==> src/core/cop_pkg.sv <==
// What this block does
// - Float bit 1 floats pin, 0 drives.
// - Reset sets both float bits to 1.
// - Level bit 0 holds pin low.
// - Reset sets both level bits to 1.
// - Bits 6..4 pick slow ratio, reset 0.
// - Bits 2..0 pick fast ratio, reset 0.
// - Ratio code n divides by two^n.
// - Bit 7 puts slow divided clock on pin b.
// - Bit 3 puts fast divided clock on pin a.
// - Reset clears both divided clock enables.
// - Timer a enable drives pin a unless bit 3 is set, else high.
// - Timer b enable drives pin b unless bit 7 is set, else high.
// - Reset clears both timer clock enables.
`default_nettype none
package cop_pkg;
    localparam logic [15:0] DIV_CTRL_ADDR = 16'hff14;
    localparam logic [15:0] TMR_A_ADDR = 16'hff30;
    localparam logic [15:0] TMR_B_ADDR = 16'hff31;
    localparam logic [15:0] FLOAT_ADDR = 16'hffd4;
    localparam logic [15:0] LEVEL_ADDR = 16'hffd9;
    localparam int SLOW_EN_BIT = 7;
    localparam int SLOW_RATIO_LSB = 4;
    localparam int FAST_EN_BIT = 3;
    localparam int FAST_RATIO_LSB = 0;
    localparam int TMR_EN_BIT = 3;
    localparam int PIN_A_BIT = 0;
    localparam int PIN_B_BIT = 1;
    localparam logic [2:0] RATIO_RESET = 3'h0;
    localparam logic [1:0] FLOAT_RESET = 2'h3;
    localparam logic [1:0] LEVEL_RESET = 2'h3;

    typedef struct packed {
        logic [15:0] addr;
        logic [7:0] wdata;
        logic wr;
        logic rd;
    } cop_bus_req_t;

    typedef struct packed {
        logic out;
        logic oe;
    } cop_pin_t;
endpackage
`default_nettype wire

==> src/core/cop_clock_out.sv <==
`default_nettype none
module cop_clock_out (
    // Clock and reset.
    input wire logic clk_in,
    input wire logic reset_in,
    // Register port.
    input wire cop_pkg::cop_bus_req_t bus_in,
    output logic [7:0] rdata_out,
    // Clock sources: oscillator ticks are enables on the system clock, timer clocks are levels that get synchronised.
    input wire logic main_osc_tick_in,
    input wire logic fast_osc_tick_in,
    input wire logic timer_a_clock_in,
    input wire logic timer_b_clock_in,
    // Shared pins.
    output cop_pkg::cop_pin_t shared_pin_a_out,
    output cop_pkg::cop_pin_t shared_pin_b_out
);
    logic [2:0] slow_ratio_q;
    logic [2:0] fast_ratio_q;
    logic slow_en_q;
    logic fast_en_q;
    logic tmr_a_en_q;
    logic tmr_b_en_q;
    logic [1:0] float_q;
    logic [1:0] level_q;
    logic [7:0] slow_cnt_q;
    logic [7:0] fast_cnt_q;
    logic [1:0] tmr_sync_a_q;
    logic [1:0] tmr_sync_b_q;
    logic slow_clk;
    logic fast_clk;
    logic pin_a_d;
    logic pin_b_d;

    // ---------------------------------------------------------------
    // Registers
    // ---------------------------------------------------------------
    always_ff @(posedge clk_in) begin
        if (reset_in) begin
            slow_ratio_q <= cop_pkg::RATIO_RESET;
            fast_ratio_q <= cop_pkg::RATIO_RESET;
            slow_en_q <= 1'b0;
            fast_en_q <= 1'b0;
            tmr_a_en_q <= 1'b0;
            tmr_b_en_q <= 1'b0;
            float_q <= cop_pkg::FLOAT_RESET;
            level_q <= cop_pkg::LEVEL_RESET;
        end else if (bus_in.wr) begin
            case (bus_in.addr)
                cop_pkg::DIV_CTRL_ADDR: begin
                    slow_en_q <= bus_in.wdata[cop_pkg::SLOW_EN_BIT];
                    slow_ratio_q <=
                        bus_in.wdata[cop_pkg::SLOW_RATIO_LSB +: 3];
                    fast_en_q <= bus_in.wdata[cop_pkg::FAST_EN_BIT];
                    fast_ratio_q <=
                        bus_in.wdata[cop_pkg::FAST_RATIO_LSB +: 3];
                end
                cop_pkg::TMR_A_ADDR: begin
                    tmr_a_en_q <= bus_in.wdata[cop_pkg::TMR_EN_BIT];
                end
                cop_pkg::TMR_B_ADDR: begin
                    tmr_b_en_q <= bus_in.wdata[cop_pkg::TMR_EN_BIT];
                end
                cop_pkg::FLOAT_ADDR: begin
                    float_q <= bus_in.wdata[1:0];
                end
                cop_pkg::LEVEL_ADDR: begin
                    level_q <= bus_in.wdata[1:0];
                end
                default: begin
                end
            endcase
        end
    end

    // ---------------------------------------------------------------
    // Read port
    // ---------------------------------------------------------------
    // Unmapped addresses and reserved bits read as zero.
    always_ff @(posedge clk_in) begin
        if (reset_in) begin
            rdata_out <= 8'h00;
        end else if (bus_in.rd) begin
            case (bus_in.addr)
                cop_pkg::DIV_CTRL_ADDR: begin
                    rdata_out <= {slow_en_q, slow_ratio_q,
                                  fast_en_q, fast_ratio_q};
                end
                cop_pkg::TMR_A_ADDR: begin
                    rdata_out <= {4'h0, tmr_a_en_q, 3'h0};
                end
                cop_pkg::TMR_B_ADDR: begin
                    rdata_out <= {4'h0, tmr_b_en_q, 3'h0};
                end
                cop_pkg::FLOAT_ADDR: begin
                    rdata_out <= {6'h00, float_q};
                end
                cop_pkg::LEVEL_ADDR: begin
                    rdata_out <= {6'h00, level_q};
                end
                default: begin
                    rdata_out <= 8'h00;
                end
            endcase
        end else begin
            rdata_out <= 8'h00;
        end
    end

    // ---------------------------------------------------------------
    // Dividers
    // ---------------------------------------------------------------
    // Each oscillator tick toggles a counter bit; bit n of a free count
    // runs at source over two^(n+1), so the tick itself gives ratio 1
    // when the oscillator tick is treated as one source half period.
    always_ff @(posedge clk_in) begin
        if (reset_in) begin
            slow_cnt_q <= 8'h00;
        end else if (main_osc_tick_in) begin
            slow_cnt_q <= slow_cnt_q + 8'h01;
        end
    end

    always_ff @(posedge clk_in) begin
        if (reset_in) begin
            fast_cnt_q <= 8'h00;
        end else if (fast_osc_tick_in) begin
            fast_cnt_q <= fast_cnt_q + 8'h01;
        end
    end

    // Code n picks bit n, a source half period stretched by two^n.
    assign slow_clk = slow_cnt_q[slow_ratio_q];
    assign fast_clk = fast_cnt_q[fast_ratio_q];

    // ---------------------------------------------------------------
    // Timer clock synchronisers
    // ---------------------------------------------------------------
    // Two flip-flops per timer clock; only the second one feeds the pins.
    always_ff @(posedge clk_in) begin
        if (reset_in) begin
            tmr_sync_a_q <= 2'h0;
            tmr_sync_b_q <= 2'h0;
        end else begin
            tmr_sync_a_q <= {tmr_sync_a_q[0], timer_a_clock_in};
            tmr_sync_b_q <= {tmr_sync_b_q[0], timer_b_clock_in};
        end
    end

    // ---------------------------------------------------------------
    // Pin selection
    // ---------------------------------------------------------------
    always_comb begin
        if (fast_en_q) begin
            pin_a_d = fast_clk;
        end else if (tmr_a_en_q) begin
            pin_a_d = tmr_sync_a_q[1];
        end else begin
            pin_a_d = 1'b1;
        end
        if (slow_en_q) begin
            pin_b_d = slow_clk;
        end else if (tmr_b_en_q) begin
            pin_b_d = tmr_sync_b_q[1];
        end else begin
            pin_b_d = 1'b1;
        end
    end

    always_ff @(posedge clk_in) begin
        if (reset_in) begin
            shared_pin_a_out <= '{out: 1'b0, oe: 1'b0};
            shared_pin_b_out <= '{out: 1'b0, oe: 1'b0};
        end else begin
            shared_pin_a_out.oe <= ~float_q[cop_pkg::PIN_A_BIT];
            shared_pin_b_out.oe <= ~float_q[cop_pkg::PIN_B_BIT];
            shared_pin_a_out.out <=
                level_q[cop_pkg::PIN_A_BIT] & pin_a_d;
            shared_pin_b_out.out <=
                level_q[cop_pkg::PIN_B_BIT] & pin_b_d;
        end
    end

    // ---------------------------------------------------------------
    // Checks
    // ---------------------------------------------------------------
    float_drive_a: assert property (
        @(posedge clk_in) disable iff (reset_in)
        $past(reset_in) == 1'b0 |-> shared_pin_a_out.oe ==
        ~$past(float_q[cop_pkg::PIN_A_BIT]))
        else $error("Pin a drive does not follow float bit.");

    float_drive_b_a: assert property (
        @(posedge clk_in) disable iff (reset_in)
        $past(reset_in) == 1'b0 |-> shared_pin_b_out.oe ==
        ~$past(float_q[cop_pkg::PIN_B_BIT]))
        else $error("Pin b drive does not follow float bit.");

    reset_float_a: assert property (
        @(posedge clk_in)
        reset_in |=> float_q == cop_pkg::FLOAT_RESET &&
        level_q == cop_pkg::LEVEL_RESET)
        else $error("Pin bits wrong after reset.");

    reset_pins_a: assert property (
        @(posedge clk_in)
        reset_in |=> !shared_pin_a_out.oe && !shared_pin_b_out.oe)
        else $error("Pins driven right after reset.");

    level_low_a: assert property (
        @(posedge clk_in) disable iff (reset_in)
        !level_q[cop_pkg::PIN_A_BIT] ##1 !reset_in |->
        !shared_pin_a_out.out)
        else $error("Pin a not low with level bit clear.");

    level_low_b_a: assert property (
        @(posedge clk_in) disable iff (reset_in)
        !level_q[cop_pkg::PIN_B_BIT] ##1 !reset_in |->
        !shared_pin_b_out.out)
        else $error("Pin b not low with level bit clear.");

    reset_en_a: assert property (
        @(posedge clk_in)
        reset_in |=> !slow_en_q && !fast_en_q && !tmr_a_en_q
        && !tmr_b_en_q)
        else $error("Enables not cleared by reset.");

    reset_ratio_a: assert property (
        @(posedge clk_in)
        reset_in |=> slow_ratio_q == cop_pkg::RATIO_RESET &&
        fast_ratio_q == cop_pkg::RATIO_RESET)
        else $error("Ratios not cleared by reset.");

    ratio_write_a: assert property (
        @(posedge clk_in) disable iff (reset_in)
        bus_in.wr && bus_in.addr == cop_pkg::DIV_CTRL_ADDR |=>
        slow_ratio_q == $past(bus_in.wdata[cop_pkg::SLOW_RATIO_LSB +: 3]) &&
        fast_ratio_q == $past(bus_in.wdata[cop_pkg::FAST_RATIO_LSB +: 3]))
        else $error("Ratio write did not land.");

    enable_write_a: assert property (
        @(posedge clk_in) disable iff (reset_in)
        bus_in.wr && bus_in.addr == cop_pkg::DIV_CTRL_ADDR |=>
        slow_en_q == $past(bus_in.wdata[cop_pkg::SLOW_EN_BIT]) &&
        fast_en_q == $past(bus_in.wdata[cop_pkg::FAST_EN_BIT]))
        else $error("Divided enable write did not land.");

    timer_write_a: assert property (
        @(posedge clk_in) disable iff (reset_in)
        bus_in.wr && bus_in.addr == cop_pkg::TMR_A_ADDR |=>
        tmr_a_en_q == $past(bus_in.wdata[cop_pkg::TMR_EN_BIT]))
        else $error("Timer a enable write did not land.");

    timer_write_b_a: assert property (
        @(posedge clk_in) disable iff (reset_in)
        bus_in.wr && bus_in.addr == cop_pkg::TMR_B_ADDR |=>
        tmr_b_en_q == $past(bus_in.wdata[cop_pkg::TMR_EN_BIT]))
        else $error("Timer b enable write did not land.");

    read_ratio_a: assert property (
        @(posedge clk_in) disable iff (reset_in)
        bus_in.rd && bus_in.addr == cop_pkg::DIV_CTRL_ADDR |=>
        rdata_out == {$past(slow_en_q), $past(slow_ratio_q),
        $past(fast_en_q), $past(fast_ratio_q)})
        else $error("Divided clock control reads back wrong.");

    div_one_a: assert property (
        @(posedge clk_in) disable iff (reset_in)
        fast_ratio_q == 3'h0 && fast_osc_tick_in ##1 fast_ratio_q == 3'h0
        |-> fast_clk != $past(fast_clk))
        else $error("Undivided fast clock did not toggle.");

    slow_one_a: assert property (
        @(posedge clk_in) disable iff (reset_in)
        slow_ratio_q == 3'h0 && main_osc_tick_in ##1 slow_ratio_q == 3'h0
        |-> slow_clk != $past(slow_clk))
        else $error("Undivided slow clock did not toggle.");

    fast_pin_a: assert property (
        @(posedge clk_in) disable iff (reset_in)
        fast_en_q && level_q[cop_pkg::PIN_A_BIT] ##1 !reset_in |->
        shared_pin_a_out.out == $past(fast_clk))
        else $error("Fast clock missing on pin a.");

    slow_pin_a: assert property (
        @(posedge clk_in) disable iff (reset_in)
        slow_en_q && level_q[cop_pkg::PIN_B_BIT] ##1 !reset_in |->
        shared_pin_b_out.out == $past(slow_clk))
        else $error("Slow clock missing on pin b.");

    pin_a_idle_a: assert property (
        @(posedge clk_in) disable iff (reset_in)
        !fast_en_q && !tmr_a_en_q && level_q[cop_pkg::PIN_A_BIT] ##1
        !reset_in |-> shared_pin_a_out.out)
        else $error("Idle pin a not high.");

    idle_high_a: assert property (
        @(posedge clk_in) disable iff (reset_in)
        !slow_en_q && !tmr_b_en_q && level_q[cop_pkg::PIN_B_BIT] ##1
        !reset_in |-> shared_pin_b_out.out)
        else $error("Idle pin b not high.");

    timer_a_out_a: assert property (
        @(posedge clk_in) disable iff (reset_in)
        !fast_en_q && tmr_a_en_q && level_q[cop_pkg::PIN_A_BIT] ##1
        !reset_in |-> shared_pin_a_out.out == $past(tmr_sync_a_q[1]))
        else $error("Timer clock missing on pin a.");

    timer_b_out_a: assert property (
        @(posedge clk_in) disable iff (reset_in)
        !slow_en_q && tmr_b_en_q && level_q[cop_pkg::PIN_B_BIT] ##1
        !reset_in |-> shared_pin_b_out.out == $past(tmr_sync_b_q[1]))
        else $error("Timer clock missing on pin b.");

    cov_fast_c: cover property (@(posedge clk_in)
        fast_en_q && !float_q[0] && fast_ratio_q == 3'h7);
    cov_slow_c: cover property (@(posedge clk_in)
        slow_en_q && !float_q[1]);
    cov_timer_c: cover property (@(posedge clk_in)
        tmr_a_en_q && tmr_b_en_q);
    cov_both_c: cover property (@(posedge clk_in)
        fast_en_q && tmr_a_en_q);
    cov_level_c: cover property (@(posedge clk_in)
        !level_q[cop_pkg::PIN_B_BIT] && !float_q[cop_pkg::PIN_B_BIT]);
endmodule
`default_nettype wire

==> config.mk <==
export PLATFORM = sky130hd
export DESIGN_NAME = cop_clock_out
export DESIGN_NICKNAME = d
export VERILOG_FILES = /design/src/core/cop_pkg.sv /design/src/core/cop_clock_out.sv
export SDC_FILE = /design/constraint.sdc
export NUM_CORES = 1
export LEC_CHECK = 0
export ABC_CLOCK_PERIOD_IN_PS = 4430
export BUFFER_PORTS_ARGS = -buffer_cell sky130_fd_sc_hd__clkbuf_2
export CORE_ASPECT_RATIO = 1.5
export CORE_MARGIN = 4
export CORE_UTILIZATION = 57
export CTS_CLUSTER_DIAMETER = 60
export DETAILED_ROUTE_END_ITERATION = 16
export PLACE_DENSITY = 0.81
export SYNTH_ARGS = -nofsm -noshare
export SYNTH_HDL_FRONTEND = slang
export SYNTH_SLANG_ARGS = --single-unit
==> constraint.sdc <==
create_clock -name clk_in -period 4.43 [get_ports clk_in]
set_input_delay 0.443 -clock clk_in [delete_from_list [all_inputs] [get_ports clk_in]]
set_output_delay 0.443 -clock clk_in [all_outputs]
set_load 0.1 [all_outputs]
==> metrics <==
largest net degree at the start of global routing 40; VDD IR max 0.350 mV; fin nets 277; Worst EP required 4660 ps; Clk Tree Root Cell clkbuf_8; kind of critical path input pin to flip-flop; RSZ-0062 raised after global routing no; outcome finished clean; Residual DRC 0; die height between 70 and 80 um; final setup vio count 0; Post-Layout Cell Count ~280; RePlAce Congestion between 0.7 and 0.8; Hold Buf Count CTS 0; Tot GR Track Use 0.201; Pre-antenna DRT Iters 4; DRT antenna net count 0; DIE AREA between 4000 and 5000 um^2; n_diodes 0; DP Wirelength ~3 mm; Sw Share 0.213; number of cells produced by synthesis slightly above 200; CP Launch Type input pin; Post-synth EDFFs 0; Initial DRC Count 60; Reg2Reg Setup Slack 3070 ps; hold path startpoint timer_b_clock_in; synthesized cell area between 1500 and 2000 um^2; Seq/Total Area, Yosys 0.476; static leakage ~0.92 nW; Die X between 50 and 60 um; WHS Endpoint tmr_sync_b_q[0]; pre-CTS setup slack between 1500 and 2000 ps; max_cap viols 0; synthesis-to-finish area growth 18.9%; Clock transition at path regs 90 ps; Yosys warning count 0; setup_tns 0 ps; Pwr per Cell Area ~370 nW/um^2; cts bufs inserted 5; Worst Slack Setup Final ~2300 ps; final WL 4.22 mm; Final Cycle Share 0.487; first-pass GRT wire length around 7 mm; R2R cell count 3; row count 25; via count roughly 1700; Worst R2R Start fast_ratio_q[0]; Crit. End Element flip-flop; crit path DAT between 2000 and 2500 ps; core footprint around 3200 um^2; vias per cell between 5 and 6; CTS H-tree lvls 2; initial antenna violation count 0; Syn Area/Cell about 9.5 um^2; class of the worst hold path input pin to flip-flop; Pint 670 uW; Fmax achieved between 400 and 500 MHz; starting density of the core 0.600; CTS tree done; Yosys cell types 34; Clk pwr share 0.432; clock buffer depth 2; share of layout cells above drive strength 1 0.242; Seq pwr share 0.500; worst rel slew slack 0.239; Slew Limit Fails 0; Worst Skew a little over 10 ps; PortBufs 43; WHS Path Cells 2; total grt overflow 0; Final min period between 2000 and 2500 ps; CTS-repair resized insts 0; worst-path fanout max 39; number of setup buffers added after CTS 0; number of global-route vias before repair approximately 1600; reg-to-reg endpoint shared_pin_a_out[1]; Comb power frac 0.068; Routed WL per cell roughly 15 um; ys async rst share 0; dpl cell area around 2200 um^2; fin area 2300 um^2; I/O pins 44; top_reg_cell synth dfxtp_1; #FFs+latches synth 46; Psw between 150 and 200 uW; Least-Margin Pin Slew 1130 ps; Hold Vio Cnt, Final 0; CTS Sinks 46; Net Count, Synth 237; Placed Instances around 280; clock latency on the worst-skew pair roughly 300 ps
==> how the worst max path moves through the flow <==
| stage | endpoint | start | slack, ps |
|---|---|---|---|
| after floorplan | fast_ratio_q[0] | bus_in[10] | 2720 |
| after global placement | rdata_out[0] | reset_in | 2110 |
| after detailed placement | rdata_out[1] | reset_in | 1990 |
| after CTS | rdata_out[1] | reset_in | 2290 |
| after global routing | rdata_out[1] | reset_in | 2100 |
| final | rdata_out[1] | reset_in | 2270 |
==> critical path, cell delays in order <==
cell      delay [ps]
clkbuf_2         410
nand2b_1         300
nor4_1           860
o31ai_1          210
nor2_1           150
==> power groups by stage <==
stage          Combinational, mW  Sequential (mW)  Clock, mW
2_1_floorplan             0.0275            0.440          0
3_3_place_gp              0.0557            0.435          0
3_5_place_dp              0.0571            0.435          0
4_1_cts                   0.0575            0.425      0.373
5_1_grt                   0.0629            0.427      0.393
6_report                  0.0574            0.425      0.368
==> registers in the layout, indices dropped and copies added, names as in the netlist, 3 cells and up <==
register	flops
rdata_out	8
slow_ratio_q	3
fast_cnt_q	8
fast_ratio_q	3
slow_cnt_q	8
==> cell usage after synthesis, types with 3 or more instances <==
library cell / n / area, um^2
a21oi_1: 14 / 70.1
and3_1: 7 / 43.8
clkbuf_1: 7 / 26.3
dfxtp_1: 46 / 921
inv_1: 3 / 11.3
mux2i_1: 8 / 80.1
mux4_2: 4 / 90.1
nand2_1: 8 / 30.0
nand2b_1: 5 / 31.3
nand3_1: 10 / 50.1
nand4_1: 10 / 62.6
nor2_1: 22 / 82.6
nor2b_1: 5 / 31.3
nor4_1: 3 / 18.8
o21ai_0: 4 / 20.0
o21ai_1: 10 / 50.1
or3_1: 4 / 25.0
xor2_1: 9 / 78.8
==> area by class of cell <==
cell class	count	area, um^2
timing repair buffer	43	215
multi-input combinational	144	963
fill	275	923
clock inverter	3	68.8
clock buffer	5	68.8
tap	40	50.0
sequential	46	921
inverter	3	11.3
==> placed cells by master (no fill, tap or decap), types with 2 or more instances in the layout <==
cell type	count
a21oi_1	14
a221oi_1	2
a222oi_1	2
and2_1	2
and3_1	7
bufinv_16	2
clkbuf_2	43
clkbuf_8	5
dfxtp_1	46
ha_1	2
inv_1	3
mux2i_1	8
mux4_2	4
nand2_1	8
nand2b_1	5
nand3_1	10
nand4_1	10
nor2_1	22
nor2b_1	5
nor3_1	2
nor4_1	2
o21ai_0	4
o21ai_1	10
or3_1	4
or4_1	2
xnor2_1	2
xor2_1	9
==> stage by stage <==
step,hold slack (ps),power (mW),util
detailed placement,423,0.492,0.671
floorplan,404,0.468,-
finish,354,0.851,0.713
global route,369,0.883,0.713
global placement,416,0.491,0.671
CTS,356,0.856,0.713
==> cell families after synthesis <==
| group | Yosys count | synth area share |
|---|---|---|
| simple gates | 84 | 0.239 |
| flops | 46 | 0.476 |
| compound gates | 34 | 0.0997 |
| buf+inv | 13 | 0.0285 |
| mux | 13 | 0.0939 |
| xor+xnor | 11 | 0.0498 |
| fa+ha+maj | 2 | 0.0129 |
==> metal layers <==
layer	wire length, um	vias to the layer above	GRT usage
met5	0	-	0
met1	1630	771	0.229
met3	281	10	0.0504
met2	2220	63	0.353
li1	-	812	-
met4	89	0	0.0827
No activity file was read; power rests on OpenSTA's default activity.
